[src/design/reset_source_control_defines.svh]
// Purpose: constants for the reset source combiner and sequencer
// Assumes: 20 MHz high-frequency clock
// Notes: times in their own unit, the pin-low cycle count derived from them; warm-up and internal reset counts given in cycles
`ifndef RESET_SOURCE_CONTROL_DEFINES_SVH
`define RESET_SOURCE_CONTROL_DEFINES_SVH

`define CLK_PERIOD_NS 50
`define PIN_LOW_MIN_NS 5000
// longest allowed wait before a held low must act: round down, at least one
`define PIN_LOW_CYCLES (((`PIN_LOW_MIN_NS / `CLK_PERIOD_NS) < 1) ? 1 : \
  (`PIN_LOW_MIN_NS / `CLK_PERIOD_NS))

`define WARMUP_CYCLES_DEFAULT 1024
`define INT_RESET_CYCLES_DEFAULT 4
`define TRIM_WORDS_DEFAULT 4

`define KEY_CAUSE_CLEAR 8'h71
`define KEY_PIN_FUNC 8'hb2
`define RESET_VECTOR_ADDR 16'hfffe

`define TRIM_BYTE_W 8
`define TRIM_PARITY_BIT 8

`endif

[src/design/reset_source_control_pkg.sv]
// Purpose: types shared by the reset source control design
// Assumes: nothing
// Notes: constants live in the defines header
package reset_source_control_pkg;

  typedef enum logic [1:0] {
    ST_HOLD,
    ST_WARMUP,
    ST_RUN
  } seq_state_t;

endpackage

[src/design/sync_2ff.sv]
// Purpose: two-flop synchroniser for asynchronous levels
// Assumes: inputs are levels, held longer than two clock periods
// Notes: first stage is read only by the second stage
`timescale 1ns/10ps
module sync_2ff #(
  parameter int WIDTH = 1
) (
  input wire logic clock,
  input wire logic nrst,
  input wire logic [WIDTH-1:0] async_in,
  output logic [WIDTH-1:0] sync_out
);

  logic [WIDTH-1:0] meta_q;
  logic [WIDTH-1:0] stable_q;

  always_ff @(posedge clock or negedge nrst) begin
    if (!nrst) begin
      meta_q <= '0;
      stable_q <= '0;
    end else begin
      meta_q <= async_in;
      stable_q <= meta_q;
    end
  end

  assign sync_out = stable_q;

endmodule

[src/design/trim_store.sv]
// Purpose: nonvolatile trim storage, read port with registered data
// Assumes: contents fixed at build time through TRIM_INIT
// Notes: each word is 8 data bits plus an odd parity bit on top
`timescale 1ns/10ps
`include "reset_source_control_defines.svh"
module trim_store #(
  parameter int WORDS = `TRIM_WORDS_DEFAULT,
  parameter int AW = 2,
  parameter logic [WORDS*9-1:0] TRIM_INIT = {WORDS{9'h080}}
) (
  input wire logic clock,
  input wire logic nrst,
  input wire logic rd_en,
  input wire logic [AW-1:0] rd_addr,
  output logic [8:0] rd_data
);

  logic [8:0] rd_data_q;

  always_ff @(posedge clock or negedge nrst) begin
    if (!nrst) begin
      rd_data_q <= 9'h000;
    end else if (rd_en) begin
      rd_data_q <= TRIM_INIT[rd_addr*9 +: 9];
    end
  end

  assign rd_data = rd_data_q;

endmodule

[src/design/reset_source_control.sv]
// Purpose: merge reset sources, run warm-up, load trim, keep reset causes
// Assumes: nrst is the power-on reset; software strobes are single cycles
// Notes: factor inputs and the pin pass two flops before use
// Contract
// - pin starts as reset input at power-up
// - power-on or pin reset hold device, ORed
// - warm-up starts at later source release
// - pin low 5 us resets; high starts warm-up
// - voltage detect raises internal factor reset
// - watchdog overflow raises internal factor reset
// - illegal oscillator setting raises internal reset
// - corrupted latched trim raises internal reset
// - load and latch trim during warm-up
// - abnormal trim load sets error flag
// - cause flags show internal reset factor
// - power-on or pin reset clears causes
// - clear request plus key 0x71 clears causes
// - disable bit plus key 0xb2 makes port
// - cleared bit plus key 0xb2 restores reset
// - warm-up counts clock, then vector 0xfffe
// - new reset restarts warm-up counter
// - internal resets never clear cause flags
`timescale 1ns/10ps
`include "reset_source_control_defines.svh"
module reset_source_control
  import reset_source_control_pkg::*;
#(
  parameter int WARMUP_CYCLES = `WARMUP_CYCLES_DEFAULT,
  parameter int INT_RESET_CYCLES = `INT_RESET_CYCLES_DEFAULT,
  parameter int TRIM_WORDS = `TRIM_WORDS_DEFAULT,
  parameter logic [TRIM_WORDS*9-1:0] TRIM_INIT = {TRIM_WORDS{9'h080}}
) (
  input wire logic clock,
  input wire logic nrst,
  input wire logic shared_port_pin,
  input wire logic voltage_detect,
  input wire logic watchdog_overflow,
  input wire logic illegal_osc_setting,
  input wire logic port_pullup_bit,
  input wire logic port_direction_bit,
  input wire logic cause_clear_request_wr,
  input wire logic cause_clear_request_wdata,
  input wire logic reset_pin_disable_wr,
  input wire logic reset_pin_disable_wdata,
  input wire logic protected_write_key_wr,
  input wire logic [7:0] protected_write_key,
  output logic cpu_run,
  output logic warmup_active,
  output logic vector_fetch,
  output logic [15:0] fetch_address,
  output logic cause_voltage,
  output logic cause_watchdog,
  output logic cause_clock,
  output logic cause_trim,
  output logic trim_load_error_flag,
  output logic cause_clear_request,
  output logic reset_pin_disable,
  output logic pin_is_reset,
  output logic port_level,
  output logic [TRIM_WORDS*8-1:0] trim_data
);

  localparam int AW = (TRIM_WORDS > 1) ? $clog2(TRIM_WORDS) : 1;
  localparam int PIN_CNT_W = $clog2(`PIN_LOW_CYCLES + 1);
  localparam logic [PIN_CNT_W-1:0] PIN_LOW_MAX = PIN_CNT_W'(`PIN_LOW_CYCLES);
  localparam int WCNT_W = $clog2(WARMUP_CYCLES + 1);
  localparam logic [WCNT_W-1:0] WARMUP_LAST = WCNT_W'(WARMUP_CYCLES - 1);
  localparam int ICNT_W = $clog2(INT_RESET_CYCLES + 1);
  localparam logic [ICNT_W-1:0] INT_HOLD = ICNT_W'(INT_RESET_CYCLES);
  localparam logic [AW:0] TRIM_END = (AW + 1)'(TRIM_WORDS);

  // synchronised inputs
  logic [3:0] sync_vec;
  logic pin_s;
  logic volt_s;
  logic wdt_s;
  logic osc_s;

  sync_2ff #(
    .WIDTH(4)
  ) u_sync (
    .clock(clock),
    .nrst(nrst),
    .async_in({shared_port_pin, voltage_detect, watchdog_overflow, illegal_osc_setting}),
    .sync_out(sync_vec)
  );

  assign pin_s = sync_vec[3];
  assign volt_s = sync_vec[2];
  assign wdt_s = sync_vec[1];
  assign osc_s = sync_vec[0];

  // state
  seq_state_t state_q;
  logic [WCNT_W-1:0] wcnt_q;
  logic [ICNT_W-1:0] icnt_q;
  logic [PIN_CNT_W-1:0] pin_cnt_q;
  logic ext_reset_q;
  logic port_mode_q;
  logic pin_reset_q;
  logic rpd_q;
  logic ccr_q;
  logic cpu_run_q;
  logic warmup_q;
  logic vector_q;
  logic [15:0] fetch_addr_q;
  logic cause_volt_q;
  logic cause_wdt_q;
  logic cause_clk_q;
  logic cause_trim_q;
  logic trim_err_q;
  logic port_level_q;
  logic [TRIM_WORDS*8-1:0] trim_q;
  logic [TRIM_WORDS-1:0] trim_par_q;
  logic [AW:0] load_idx_q;
  logic [AW-1:0] cap_idx_q;
  logic cap_valid_q;
  logic load_bad_q;

  logic [8:0] rd_data;
  logic rd_en;
  logic [TRIM_WORDS-1:0] word_bad;
  logic trim_broken;
  logic int_req;
  logic pin_low;
  logic pre_run_low;
  logic hold_now;
  logic key_clear;
  logic key_pin;
  logic port_ready;

  // latched trim words checked by odd parity
  genvar gi;
  generate
    for (gi = 0; gi < TRIM_WORDS; gi++) begin : g_chk
      assign word_bad[gi] = ~(^{trim_par_q[gi], trim_q[gi*8 +: 8]});
    end
  endgenerate

  // only meaningful once a load has completed, i.e. while running
  // a bad load is reported by the flag instead, else software never runs
  assign trim_broken = (state_q == ST_RUN) && (|word_bad) && !load_bad_q;
  assign int_req = volt_s | wdt_s | osc_s | trim_broken;
  assign pin_low = !port_mode_q && !pin_s;
  // before the CPU runs any low keeps the device parked, so release is
  // taken from whichever of power-on and pin comes later
  assign pre_run_low = pin_low && (state_q != ST_RUN);
  assign hold_now = ext_reset_q | pre_run_low | int_req | (icnt_q != '0);
  assign key_clear = protected_write_key_wr && (protected_write_key == `KEY_CAUSE_CLEAR);
  assign key_pin = protected_write_key_wr && (protected_write_key == `KEY_PIN_FUNC);
  // switching needs pull-up on and direction input
  assign port_ready = port_pullup_bit && !port_direction_bit;

  // external reset: low must persist for the minimum width
  always_ff @(posedge clock or negedge nrst) begin
    if (!nrst) begin
      pin_cnt_q <= '0;
      ext_reset_q <= 1'b0;
    end else if (!pin_low) begin
      pin_cnt_q <= '0;
      ext_reset_q <= 1'b0;
    end else if (pin_cnt_q == PIN_LOW_MAX - 1'b1) begin
      pin_cnt_q <= PIN_LOW_MAX;
      ext_reset_q <= 1'b1;
    end else if (pin_cnt_q != PIN_LOW_MAX) begin
      pin_cnt_q <= pin_cnt_q + 1'b1;
    end
  end

  // internal factor reset stretched to a minimum length
  always_ff @(posedge clock or negedge nrst) begin
    if (!nrst) begin
      icnt_q <= '0;
    end else if (int_req) begin
      icnt_q <= INT_HOLD;
    end else if (icnt_q != '0) begin
      icnt_q <= icnt_q - 1'b1;
    end
  end

  // sequencer: hold, warm-up, run
  always_ff @(posedge clock or negedge nrst) begin
    if (!nrst) begin
      state_q <= ST_HOLD;
      wcnt_q <= '0;
      cpu_run_q <= 1'b0;
      warmup_q <= 1'b0;
      vector_q <= 1'b0;
      fetch_addr_q <= 16'h0000;
    end else if (hold_now) begin
      state_q <= ST_HOLD;
      wcnt_q <= '0;
      cpu_run_q <= 1'b0;
      warmup_q <= 1'b0;
      vector_q <= 1'b0;
    end else begin
      vector_q <= 1'b0;
      unique case (state_q)
        ST_HOLD: begin
          state_q <= ST_WARMUP;
          wcnt_q <= '0;
          warmup_q <= 1'b1;
        end
        ST_WARMUP: begin
          if (wcnt_q == WARMUP_LAST) begin
            state_q <= ST_RUN;
            warmup_q <= 1'b0;
            cpu_run_q <= 1'b1;
            vector_q <= 1'b1;
            fetch_addr_q <= `RESET_VECTOR_ADDR;
          end else begin
            wcnt_q <= wcnt_q + 1'b1;
          end
        end
        ST_RUN: begin
          cpu_run_q <= 1'b1;
        end
      endcase
    end
  end

  // trim load: issue one read per word early in warm-up
  assign rd_en = (state_q == ST_WARMUP) && !hold_now && (load_idx_q < TRIM_END);

  trim_store #(
    .WORDS(TRIM_WORDS),
    .AW(AW),
    .TRIM_INIT(TRIM_INIT)
  ) u_trim (
    .clock(clock),
    .nrst(nrst),
    .rd_en(rd_en),
    .rd_addr(load_idx_q[AW-1:0]),
    .rd_data(rd_data)
  );

  always_ff @(posedge clock or negedge nrst) begin
    if (!nrst) begin
      load_idx_q <= '0;
      cap_idx_q <= '0;
      cap_valid_q <= 1'b0;
    end else begin
      cap_valid_q <= rd_en;
      cap_idx_q <= load_idx_q[AW-1:0];
      if (state_q != ST_WARMUP || hold_now) begin
        load_idx_q <= '0;
      end else if (rd_en) begin
        load_idx_q <= load_idx_q + 1'b1;
      end
    end
  end

  // latched trim survives internal resets until the next load replaces it
  always_ff @(posedge clock or negedge nrst) begin
    if (!nrst) begin
      trim_q <= '0;
      trim_par_q <= '0;
    end else if (cap_valid_q) begin
      trim_q[cap_idx_q*8 +: 8] <= rd_data[`TRIM_BYTE_W-1:0];
      trim_par_q[cap_idx_q] <= rd_data[`TRIM_PARITY_BIT];
    end
  end

  // error seen during the current load
  always_ff @(posedge clock or negedge nrst) begin
    if (!nrst) begin
      load_bad_q <= 1'b0;
    end else if (state_q == ST_HOLD) begin
      load_bad_q <= 1'b0;
    end else if (cap_valid_q && !(^rd_data)) begin
      load_bad_q <= 1'b1;
    end
  end

  // trim error flag: result of the latest load, also cleared with causes
  always_ff @(posedge clock or negedge nrst) begin
    if (!nrst) begin
      trim_err_q <= 1'b0;
    end else if (vector_q) begin
      trim_err_q <= load_bad_q;
    end else if (ext_reset_q || (key_clear && ccr_q)) begin
      trim_err_q <= 1'b0;
    end
  end

  // cause flags: set wins over clear; internal resets leave them alone
  always_ff @(posedge clock or negedge nrst) begin
    if (!nrst) begin
      cause_volt_q <= 1'b0;
      cause_wdt_q <= 1'b0;
      cause_clk_q <= 1'b0;
      cause_trim_q <= 1'b0;
    end else begin
      if (volt_s) begin
        cause_volt_q <= 1'b1;
      end else if (ext_reset_q || (key_clear && ccr_q)) begin
        cause_volt_q <= 1'b0;
      end
      if (wdt_s) begin
        cause_wdt_q <= 1'b1;
      end else if (ext_reset_q || (key_clear && ccr_q)) begin
        cause_wdt_q <= 1'b0;
      end
      if (osc_s) begin
        cause_clk_q <= 1'b1;
      end else if (ext_reset_q || (key_clear && ccr_q)) begin
        cause_clk_q <= 1'b0;
      end
      if (trim_broken) begin
        cause_trim_q <= 1'b1;
      end else if (ext_reset_q || (key_clear && ccr_q)) begin
        cause_trim_q <= 1'b0;
      end
    end
  end

  // clear request bit, self-clearing once the key is taken
  always_ff @(posedge clock or negedge nrst) begin
    if (!nrst) begin
      ccr_q <= 1'b0;
    end else if (key_clear && ccr_q) begin
      ccr_q <= 1'b0;
    end else if (cause_clear_request_wr) begin
      ccr_q <= cause_clear_request_wdata;
    end else if (ext_reset_q) begin
      ccr_q <= 1'b0;
    end
  end

  // pin function: staged bit takes effect only with the key
  // kept across internal resets so a running port is not flipped back
  always_ff @(posedge clock or negedge nrst) begin
    if (!nrst) begin
      rpd_q <= 1'b0;
      port_mode_q <= 1'b0;
      pin_reset_q <= 1'b1;
    end else begin
      if (reset_pin_disable_wr) begin
        rpd_q <= reset_pin_disable_wdata;
      end
      if (key_pin && port_ready) begin
        port_mode_q <= rpd_q;
        pin_reset_q <= !rpd_q;
      end
    end
  end

  // port reads see the synchronised pin only in port mode
  always_ff @(posedge clock or negedge nrst) begin
    if (!nrst) begin
      port_level_q <= 1'b0;
    end else begin
      port_level_q <= port_mode_q && pin_s;
    end
  end

  assign cpu_run = cpu_run_q;
  assign warmup_active = warmup_q;
  assign vector_fetch = vector_q;
  assign fetch_address = fetch_addr_q;
  assign cause_voltage = cause_volt_q;
  assign cause_watchdog = cause_wdt_q;
  assign cause_clock = cause_clk_q;
  assign cause_trim = cause_trim_q;
  assign trim_load_error_flag = trim_err_q;
  assign cause_clear_request = ccr_q;
  assign reset_pin_disable = rpd_q;
  assign pin_is_reset = pin_reset_q;
  assign port_level = port_level_q;
  assign trim_data = trim_q;

endmodule

[config.mk]
export PLATFORM = sky130hd
export DESIGN_NAME = reset_source_control
export DESIGN_NICKNAME = d
export VERILOG_FILES = /design/src/design/reset_source_control_pkg.sv /design/src/design/sync_2ff.sv /design/src/design/trim_store.sv /design/src/design/reset_source_control.sv
export VERILOG_INCLUDE_DIRS = /design/src /design/src/design
export SDC_FILE = /design/constraint.sdc
export NUM_CORES = 1
export LEC_CHECK = 0
export BUFFER_PORTS_ARGS = -buffer_cell sky130_fd_sc_hd__buf_4
export CAP_MARGIN = 20
export CORE_MARGIN = 2
export CORE_UTILIZATION = 51
export CTS_CLUSTER_SIZE = 40
export DETAILED_ROUTE_END_ITERATION = 10
export HOLD_SLACK_MARGIN = 0.06
export PLACE_DENSITY = 0.81
export RECOVER_POWER = 25
export SLEW_MARGIN = 40
export SYNTH_ARGS = -nofsm -noshare
export SYNTH_HDL_FRONTEND = slang
export SYNTH_HIERARCHICAL = 1
export SYNTH_SLANG_ARGS = --single-unit
[constraint.sdc]
create_clock -name clock -period 2 [get_ports clock]
set_clock_uncertainty 0.05 [all_clocks]
set_input_delay 0.4 -clock clock [delete_from_list [all_inputs] [get_ports clock]]
set_output_delay 0.4 -clock clock [all_outputs]
set_load 0.1 [all_outputs]
---- Yosys cells after proc, flatten, opt, wreduce, memory -nomap -nowiden ----
Index checks and enable logic that the tools add are counted.
operators by class
  reductions and logical operators ........ 46
  $lt $le $gt $ge ......................... 3
  shifts and indexed selects .............. 3
  mux-type cells .......................... 39
  eq/ne operators ......................... 13
  $add $sub $neg .......................... 5
  bitwise operators ....................... 11
  $mul .................................... 1
operators with widths
  kind                                                                         count
  9-bit XOR reduction                                                          5
  36-bit by 7-bit indexed part select with 9-bit output, first input constant  1
  5-bit negator with 34-bit output                                             1
  8-bit by 34-bit variable shift with 32-bit output, first input constant      1
  8-bit by 34-bit indexed part select with 32-bit output                       1
  32-bit bitwise mux                                                           1
  11-bit two-way mux                                                           2
  11-bit one-hot mux with 2 select lines                                       1
  1-bit two-way mux                                                            21
  7-bit two-way mux                                                            3
  2-bit nonzero test                                                           8
  1-bit logical AND                                                            14
  3-bit two-way mux                                                            4
  3-bit nonzero test                                                           4
  11-bit by 1-bit adder with 11-bit output, second input constant              1
  11-bit by 10-bit equality test with 1-bit output, second input constant      1
  8-bit by 7-bit equality test with 1-bit output, second input constant        1
  8-bit equality test, second input constant                                   1
  7-bit by 1-bit adder with 7-bit output, second input constant                1
  7-bit equality test, second input constant                                   1
  1-bit zero test                                                              7
  7-bit inequality test, second input constant                                 1
  2-bit by 4-bit multiplier with 6-bit output, second input constant           1
  3-bit inequality test, second input constant                                 2
  22 further kinds                                                             37
word-level totals
  input bits .............................. 21
  logic and storage cells ................. 149
  flip-flop bits (word level) ............. 98
  output and inout port bits .............. 60

---- Longest topological paths before layout ----
Gate-level depths: netlist (run 1).
  depth in word-level cells ............... 13
  mapped depth ............................ 8
  mapped depth without buffers ............ 7

---- By module ----
Netlist (run 1), hierarchy kept.
modules (own cells, without submodules)
  module                cells an instance  area an instance (um^2)  seq. area each (um^2)  instances
  reset_source_control  329                3923.8                   2003.2                 1
  sync_2ff              8                  200.2                    200.2                  1
  trim_store            11                 95.1                     25.0                   1

---- Worst setup path before layout (run 1) ----
No wires, ideal clock.
  path type ............................... reg-to-reg
  from .................................... reg trim_q[5], in the netlist trim_data[5]
  to ...................................... reg icnt_q[2]
  required time ........................... 1.826 ns
  clock period less this slack ............ 2.644 ns
  setup slack ............................. -0.644 ns
  path buffers ............................ 0
  setup time .............................. 0.124 ns
  cell stages (with the launch flop) ...... 7
  arrival ................................. 2.471 ns
  path through ............................ dfrtp_1 > xnor2_1 > xnor3_1 > xnor2_1 > a41oi_2 > or2_2 > a211o_1
on the way
  word-level cells in the longest chain between the ends .. 7
  elaborated cells on any way between the ends .. 8
  those cells by class .................... mux (1); bitwise (2); reduce/logical (5)
RTL lines
  item                                                     line                         text
  start: declaration                                       reset_source_control.sv:113  logic [TRIM_WORDS*8-1:0] trim_q;
  start signal: indexed assignment                         reset_source_control.sv:259  trim_q[cap_idx_q*8 +: 8] <= rd_data[`TRIM_BYTE_W-1:0];
  9-bit XOR reduction *                                    reset_source_control.sv:136  assign word_bad[gi] = ~(^{trim_par_q[gi], trim_q[gi*8 +: 8]});
  1-bit inverter *                                         reset_source_control.sv:136
  4-bit OR reduction *                                     reset_source_control.sv:142  assign trim_broken = (state_q == ST_RUN) && (|word_bad) && !load_bad_q;
  1-bit logical AND * (2 in a row)                         reset_source_control.sv:142
  1-bit OR *                                               reset_source_control.sv:143  assign int_req = volt_s | wdt_s | osc_s | trim_broken;
  3-bit two-way mux or 2-bit nonzero test (tied branches)  -
  end signal: assignment                                   reset_source_control.sv:177  icnt_q <= icnt_q - 1'b1;
  end: declaration                                         reset_source_control.sv:96   logic [ICNT_W-1:0] icnt_q;
Mark *: on every way between the ends. The rest lies on a longest branch, timed or not.
A chain may end at the register's enable or synchronous reset.

---- Final worst setup path (run 1) ----
  from .................................... reg trim_q[20], in the netlist trim_data[20]
  to ...................................... reg wcnt_q[5]
on the way
  word-level cells in the longest chain between the ends .. 10
  elaborated cells on any way between the ends .. 12
  those cells by class .................... eq/ne (1); mux (1); bitwise (4); reduce/logical (6)
RTL lines
  item                                                                   line                         text
  9-bit XOR reduction *                                                  reset_source_control.sv:136
  1-bit inverter *                                                       reset_source_control.sv:136
  4-bit OR reduction *                                                   reset_source_control.sv:142
  1-bit logical AND * (2 in a row)                                       reset_source_control.sv:142
  1-bit OR *                                                             reset_source_control.sv:143
  1-bit OR * (2 in a row)                                                reset_source_control.sv:148  assign hold_now = ext_reset_q | pre_run_low | int_req | (icnt_q != '0);
  3-bit inequality test (no line) or 3-bit nonzero test (tied branches)  -
  2-bit AND reduction (no line)                                          -
  end signal: assignment                                                 reset_source_control.sv:212  wcnt_q <= wcnt_q + 1'b1;
  end: declaration                                                       reset_source_control.sv:95   logic [WCNT_W-1:0] wcnt_q;
Marked as above.

==> results by group, run 1 <==
Timing
  • Setup TNS: -3.11 ns
  • Fmax: around 0.44 GHz
  • Final hold violations: 0
  • Final Cycle Share: 1.12
  • Hold slack final: 0.118 ns
  • Slew @ Worst Pin: between 0.7 and 0.8 ns
  • Pins Over Slew Limit: 0
  • Tmin final: 2.25 ns
  • RSZ-0062 raised after global routing: true
  • Relative slew slack: 0.476
  • Final setup viols: 17
  • PnR worst setup slack: -0.249 ns

Logic synthesis
  • Count leader, synth: dfrtp_1
  • Synth area leaders: dfrtp_1 (52%), a22o_1 (6.6%), xnor2_1 (6.0%)
  • Synth Flop Type: dfrtp_1
  • Post-Synth XOR/XNOR Area: 0.104
  • Number of synthesized register bits: about 90
  • Post-Syn Area: ~4200 µm²
  • Synth Area in Simple Gates: 0.136
  • Post-synthesis mux area share: 0.0258
  • Yosys top cell area share: 0.522
  • Area fraction in compound gates after synthesis: 0.119
  • Adder-Cell Fraction of Synth Area: 0.0326
  • Yosys cell types: 52
  • Seq/Total Area, Yosys: 0.528
  • Post-synth top cells: dfrtp_1 (88), a22o_1 (32), xnor2_1 (29)
  • Yosys synthesis warning count: 6
  • Post-synthesis async set-or-reset flop share: 1.00
  • Largest family of logic cells by synthesized area: simple AND/OR/NAND/NOR gates
  • Top cell type by total area after synthesis: dfrtp_1
  • Avg Synthesized Cell Area: roughly 12 µm²
  • Post-synth EDFFs: 0
  • Gate Count Post-Synth: between 300 and 400

Global routing
  • Remaining Overflow, GRT: 0
  • Overall Global Routing Usage: 0.223
  • First-pass GRT wire length: approximately 15,000 µm
  • Pin count of the biggest net entering global routing: around 50
  • Initial antenna violation count: 0
  • Vias in the first global route: around 3,200

Clock network
  • Htree depth: 3
  • CTS tree: done
  • Clock-pin slew on the worst setup and hold paths: around 0.08 ns
  • CTS sink cnt: 89
  • Root buf cell: clkbuf_8
  • Clk_lat worst skew: 0.36 ns
  • CTS Buf Count: 9
  • Clk buf depth: 2

Routing
  • Vias per inst: around 5.4
  • Initial DRC Count: 163
  • Remaining antenna violation count after routing: 0
  • First-pass DRT Iterations: 4
  • Post-route DRC: 0
  • WL/cell: between 15 and 20 µm
  • WL final: about 9600 µm
  • Routed vias: 3,195

Floorplan
  • Core footprint: about 8100 µm²
  • Chip width: ~95 µm
  • Starting density of the core: 0.519
  • IO Pins: 81
  • Die area: approximately 9000 µm²
  • Die Ht: 95.0 µm
  • FP Rows: 33

Place
  • Routability congestion estimate: roughly 0.84
  • I/O Buffers: 79
  • DP HPWL: ~6900 µm
  • Post-place setup slack: -0.382 ns

Worst setup path
  • Worst path required time: 2.19 ns
  • CP Class: reg2reg
  • Critical Path AT: roughly 2.4 ns
  • CP max FO: 6
  • Nature of the critical path startpoint: flop
  • Critical Path Sink Type: flop

Power
  • Power, Total: ~0.0037 W
  • Pwr Density: roughly 650 nW/µm²
  • Maximum vdd ir drop: between 0.4 and 0.5 mV
  • Leakage Power: approximately 2.7 nW

Finish
  • Share of layout cells above drive strength 1: 0.461
  • Area Growth Syn to Fin: 35.5%
  • Multi-input logic area: 1920 µm²
  • FF/Latch Area: between 2000 and 2500 µm²
  • Final Net Count: between 500 and 600
  • Ant diodes: 0
  • Fill count: between 500 and 600

Run
  • Max-Cap Viols: 0

Status
  • Violated checks: setup timing
  • Status: complete, but fails checks

Min path
  • Worst min path class: in2reg
flip-flops by register name, summed over array words and instances, names as in the netlist, 2 cells and up:
| name | count |
|---|---|
| trim_par_q | 4 |
| trim_data | 32 |
| cap_idx_q | 2 |
| state_q | 2 |
| pin_cnt_q | 7 |
| icnt_q | 3 |
| u_sync/meta_q | 4 |
| load_idx_q | 3 |
| u_sync/sync_out | 4 |
| wcnt_q | 11 |
what timing repair did:
item                                    CTS  global route
hold buffers                              1             0
hold endpoints to repair                 12             0
setup buffers                             7             3
resized for setup                        19             8
pin swaps                                13             5
endpoints found under the setup margin   23            22
power breakdown:
part	switching [W]	total, W	internal (W)
registers	0.0000216	0.00184	0.00182
clock network	0.000623	0.00158	0.000958
logic	0.000161	0.000265	0.000105
total	0.000805	0.00369	0.00289
layout make-up:
type,count,share of cell area
sequential,89,0.401
tap,105,0.0230
timing repair buffer,142,0.190
clock inverter,5,0.0223
multi-input combinational,232,0.336
clock buffer,11,0.0230
inverter,9,0.00591
through the flow:
| stage | util | cell area [µm²] | cells |
|---|---|---|---|
| floorplan | - | 4310 | 355 |
| global placement | 0.646 | 5260 | 567 |
| detailed placement | 0.646 | 5260 | 567 |
| CTS | 0.697 | 5670 | 590 |
| global route | 0.703 | 5720 | 593 |
| finish | 0.703 | 5720 | 593 |
path summary, 6_finish.rpt:
path,cells past startpoint,start,slack (ns),end
max in group asynchronous,3,nrst,0.15,trim_data[13]$_DFFE_PN0P_
min in group asynchronous,2,nrst,0.57,trim_data[28]$_DFFE_PN0P_
worst min register to register,0,u_sync/meta_q[1]$_DFF_PN0_,0.30,u_sync/sync_out[1]$_DFF_PN0_
worst max register to register,7,trim_data[20]$_DFFE_PN0P_,-0.25,wcnt_q[5]$_DFFE_PN0P_
worst max-delay path,7,trim_data[20]$_DFFE_PN0P_,-0.25,wcnt_q[5]$_DFFE_PN0P_
worst min-delay path,1,shared_port_pin,0.12,u_sync/meta_q[3]$_DFF_PN0_
placed cells by master, fill, tap and decap left out, drive strengths merged, types with 2 or more instances in the layout:
master  instances
nand2b          5
ha             11
nand3           8
nor2           27
inv             9
or3             5
a21o            5
mux2            7
a221o           3
and3            6
dfrtp          88
buf           136
a21oi           4
nand2          14
xnor3           4
conb            9
o21ai           2
o21a            2
xor2            7
or2             6
nor4b           3
clkbuf         16
nor4            5
bufinv          4
nor3b           5
a211o           6
nor3           10
mux2i           3
a22o           32
xnor2          31
layer usage:
layer  track usage  vias to the layer above  part of all wire
met2         0.370                       98              0.51
met5             0                        -                 0
met3        0.0439                       18             0.044
li1              -                     1473                 -
met1         0.292                     1606              0.42
met4        0.0821                        0             0.017
cells by family after synthesis:
kind of cell | Yosys count
XOR/XNOR | 42
AO/OA/AOI/OAI | 60
multiplexers | 10
buffers and inverters | 34
adder cells (fa/ha/maj) | 11
other | 2
AND/OR/NAND/NOR | 100
flip-flops | 89
critical path, cell delays in order, from the launching register on:
cell	delay, ns
dfrtp_2	0.44
xnor2_2	0.16
xnor3_1	0.45
xnor2_2	0.17
a41oi_4	0.33
nor3b_4	0.09
buf_6	0.14
a221o_1	0.31
(Power assumes the default switching activity.)
==> run 2: changes to the inputs <==
--- a/config.mk
+++ b/config.mk
@@ -9,11 +9,11 @@
 export BUFFER_PORTS_ARGS = -buffer_cell sky130_fd_sc_hd__buf_4
 export CAP_MARGIN = 20
 export CORE_MARGIN = 2
-export CORE_UTILIZATION = 51
+export CORE_UTILIZATION = 30
 export CTS_CLUSTER_SIZE = 40
 export DETAILED_ROUTE_END_ITERATION = 10
 export HOLD_SLACK_MARGIN = 0.06
-export PLACE_DENSITY = 0.81
+export PLACE_DENSITY = 0.54
 export RECOVER_POWER = 25
 export SLEW_MARGIN = 40
 export SYNTH_ARGS = -nofsm -noshare
==> run 2 against run 1 <==
  * The run still ends with setup timing left
  * Count of clock-buffer cells in the layout is the same
  * Combinational power is essentially flat
  * Worst setup slack gained 0.0026 ns
  * Flip-flop and latch count is the same
  * Clock power grew 16%
  * Sequential share of layout area shrank 1.6 points
  * Critical path type unchanged
  * Largest power group unchanged
==> results by group, run 2 (synthesis results as in run 1) <==
Status
  • Status: complete, but fails checks
  • Violated checks: setup timing

Worst setup path
  • Critical Path AT: ~2.4 ns
  • Nature of the critical path startpoint: flop
  • Critical path's top delay family: XOR/XNOR gates
  • Slowest cell delay on critical path: a little under 0.5 ns
  • CP max stage cell: dfrtp_4
  • CP Buf/Inv Count: 1
  • Worst path required time: approximately 2.2 ns
  • Critical Path Sink Type: flop
  • Most used cell, CP: xnor2_2
  • CP Class: reg2reg
  • Cell Chain, Critical Path: xnor2_2 -> xnor3_1 -> xnor2_2 -> a41oi_4 -> nor3b_4 -> buf_6 -> a221o_1
  • CP max FO: 7

Finish
  • Post-route cell area: about 6000 µm²
  • Commonest non-fill, non-tap cell in the layout: buf_4
  • Max reg flops: 32
  • Post-route core utilization: 0.431
  • Ant diodes: 0
  • Share of layout cells above drive strength 1: 0.473
  • Area Growth Syn to Fin: 41.2%
  • Final Net Count: roughly 520
  • Most frequent cells in the layout: buf_4 (135), dfrtp_1 (59), a22o_1 (32), xnor2_1 (22), nor2_1 (21)

Timing
  • Pins Over Slew Limit: 0
  • Final hold violations: 0
  • PnR worst setup slack: -0.247 ns
  • Relative slew slack: 0.591
  • Final Cycle Share: 1.12
  • Tmin final: about 2.2 ns
  • Slew @ Worst Pin: a little over 0.6 ns
  • RSZ-0062 raised after global routing: true
  • Final setup viols: 17
  • Fmax: ~0.45 GHz

Place
  • DP HPWL: 7240 µm
  • Cell area after placement: around 5400 µm²
  • Post-place setup slack: -0.322 ns
  • I/O Buffers: 79
  • Routability congestion estimate: roughly 0.78

Power
  • Leakage Power: roughly 2.8 nW
  • Pwr Density: between 600 and 700 nW/µm²
  • Maximum vdd ir drop: 0.463 mV

Routing
  • Initial DRC Count: 139
  • WL final: 9850 µm
  • Remaining antenna violation count after routing: 0
  • Post-route DRC: 0
  • WL/cell: about 15 µm
  • Routed vias: slightly above 3,000
  • Vias per inst: roughly 4.6
  • First-pass DRT Iterations: 4

Floorplan
  • Die Ht: between 100 and 150 µm
  • IO Pins: slightly above 80
  • Starting density of the core: 0.305
  • Core footprint: roughly 14,000 µm²
  • FP Rows: 43
  • Chip width: approximately 120 µm
  • Die area: 15,000 µm²

Clock network
  • Htree depth: 3
  • Root buf cell: clkbuf_16
  • Clk buf depth: 2
  • CTS Buf Count: 9
  • CTS tree: done
  • CTS sink cnt: 89
  • Clock-pin slew on the worst setup and hold paths: around 0.07 ns
  • Clk_lat worst skew: about 0.34 ns

Global routing
  • First-pass GRT wire length: roughly 16,000 µm
  • Vias in the first global route: a little over 3,000
  • Remaining Overflow, GRT: 0
  • Pin count of the biggest net entering global routing: 38
  • Overall Global Routing Usage: 0.139
  • Initial antenna violation count: 0

Min path
  • Worst min path class: in2reg

Run
  • Max-Cap Viols: 0
==> run 2: through the flow <==
stage,cells,power [W],hold WS (ns),setup TNS (ns)
finish,675,0.00394,0.135,-2.74
global route,675,0.00410,0.115,-4.17
CTS,672,0.00400,0.0967,-3.32
detailed placement,651,0.00213,0.272,-4.48
global placement,651,0.00213,0.278,-4.28
floorplan,355,0.00203,0.0544,-2.93
==> run 2: path summary, 6_finish.rpt <==
check,from,end,slack [ns],cells past startpoint
max,trim_data[31]$_DFFE_PN0P_,wcnt_q[5]$_DFFE_PN0P_,-0.25,7
min,voltage_detect,u_sync/meta_q[2]$_DFF_PN0_,0.14,1
max reg2reg,trim_data[31]$_DFFE_PN0P_,wcnt_q[5]$_DFFE_PN0P_,-0.25,7
min reg2reg,u_sync/meta_q[1]$_DFF_PN0_,u_sync/sync_out[1]$_DFF_PN0_,0.30,0
max in group asynchronous,nrst,trim_data[29]$_DFFE_PN0P_,0.37,3
min in group asynchronous,nrst,trim_data[31]$_DFFE_PN0P_,0.55,2
==> run 2: timing repair <==
action	in CTS	in global routing
pin swaps	17	13
hold endpoints to repair	20	0
resized for setup	22	11
buffers inserted	4	5
gates cloned	0	0
hold buffers	1	0
setup endpoints to repair	24	23
==> run 2: worst reg2reg max path, delay by kind of cell (launching register included) <==
kind | cells | cell delay, ns
compound gates | 2 | 0.59
flops | 1 | 0.49
simple gates | 1 | 0.09
buf+inv | 1 | 0.14
xor+xnor | 3 | 0.77
==> run 2: layer usage <==
| layer | GRT usage | share of wire | up-vias |
|---|---|---|---|
| met5 | 0 | 0 | - |
| met4 | 0.0496 | 0.014 | 0 |
| met3 | 0.0358 | 0.029 | 10 |
| met2 | 0.219 | 0.50 | 42 |
| met1 | 0.185 | 0.46 | 1528 |
| li1 | - | - | 1496 |
==> run 2: where the power goes <==
part	leakage, nW	total [W]	switching (W)	internal, W
clock network	0.160	0.00183	0.000701	0.00113
logic	1.53	0.000265	0.000160	0.000104
registers	1.13	0.00185	0.0000196	0.00183
==> run 2: layout make-up <==
cell class / instances / area (µm²)
well taps: 180 / 225
clock buffers: 11 / 243
repair buffers: 149 / 1150
flip-flops and latches: 89 / 2290
clock inverters: 5 / 78.8
fillers: 1277 / 7870
inverters: 9 / 33.8
multi-input cells: 232 / 1940
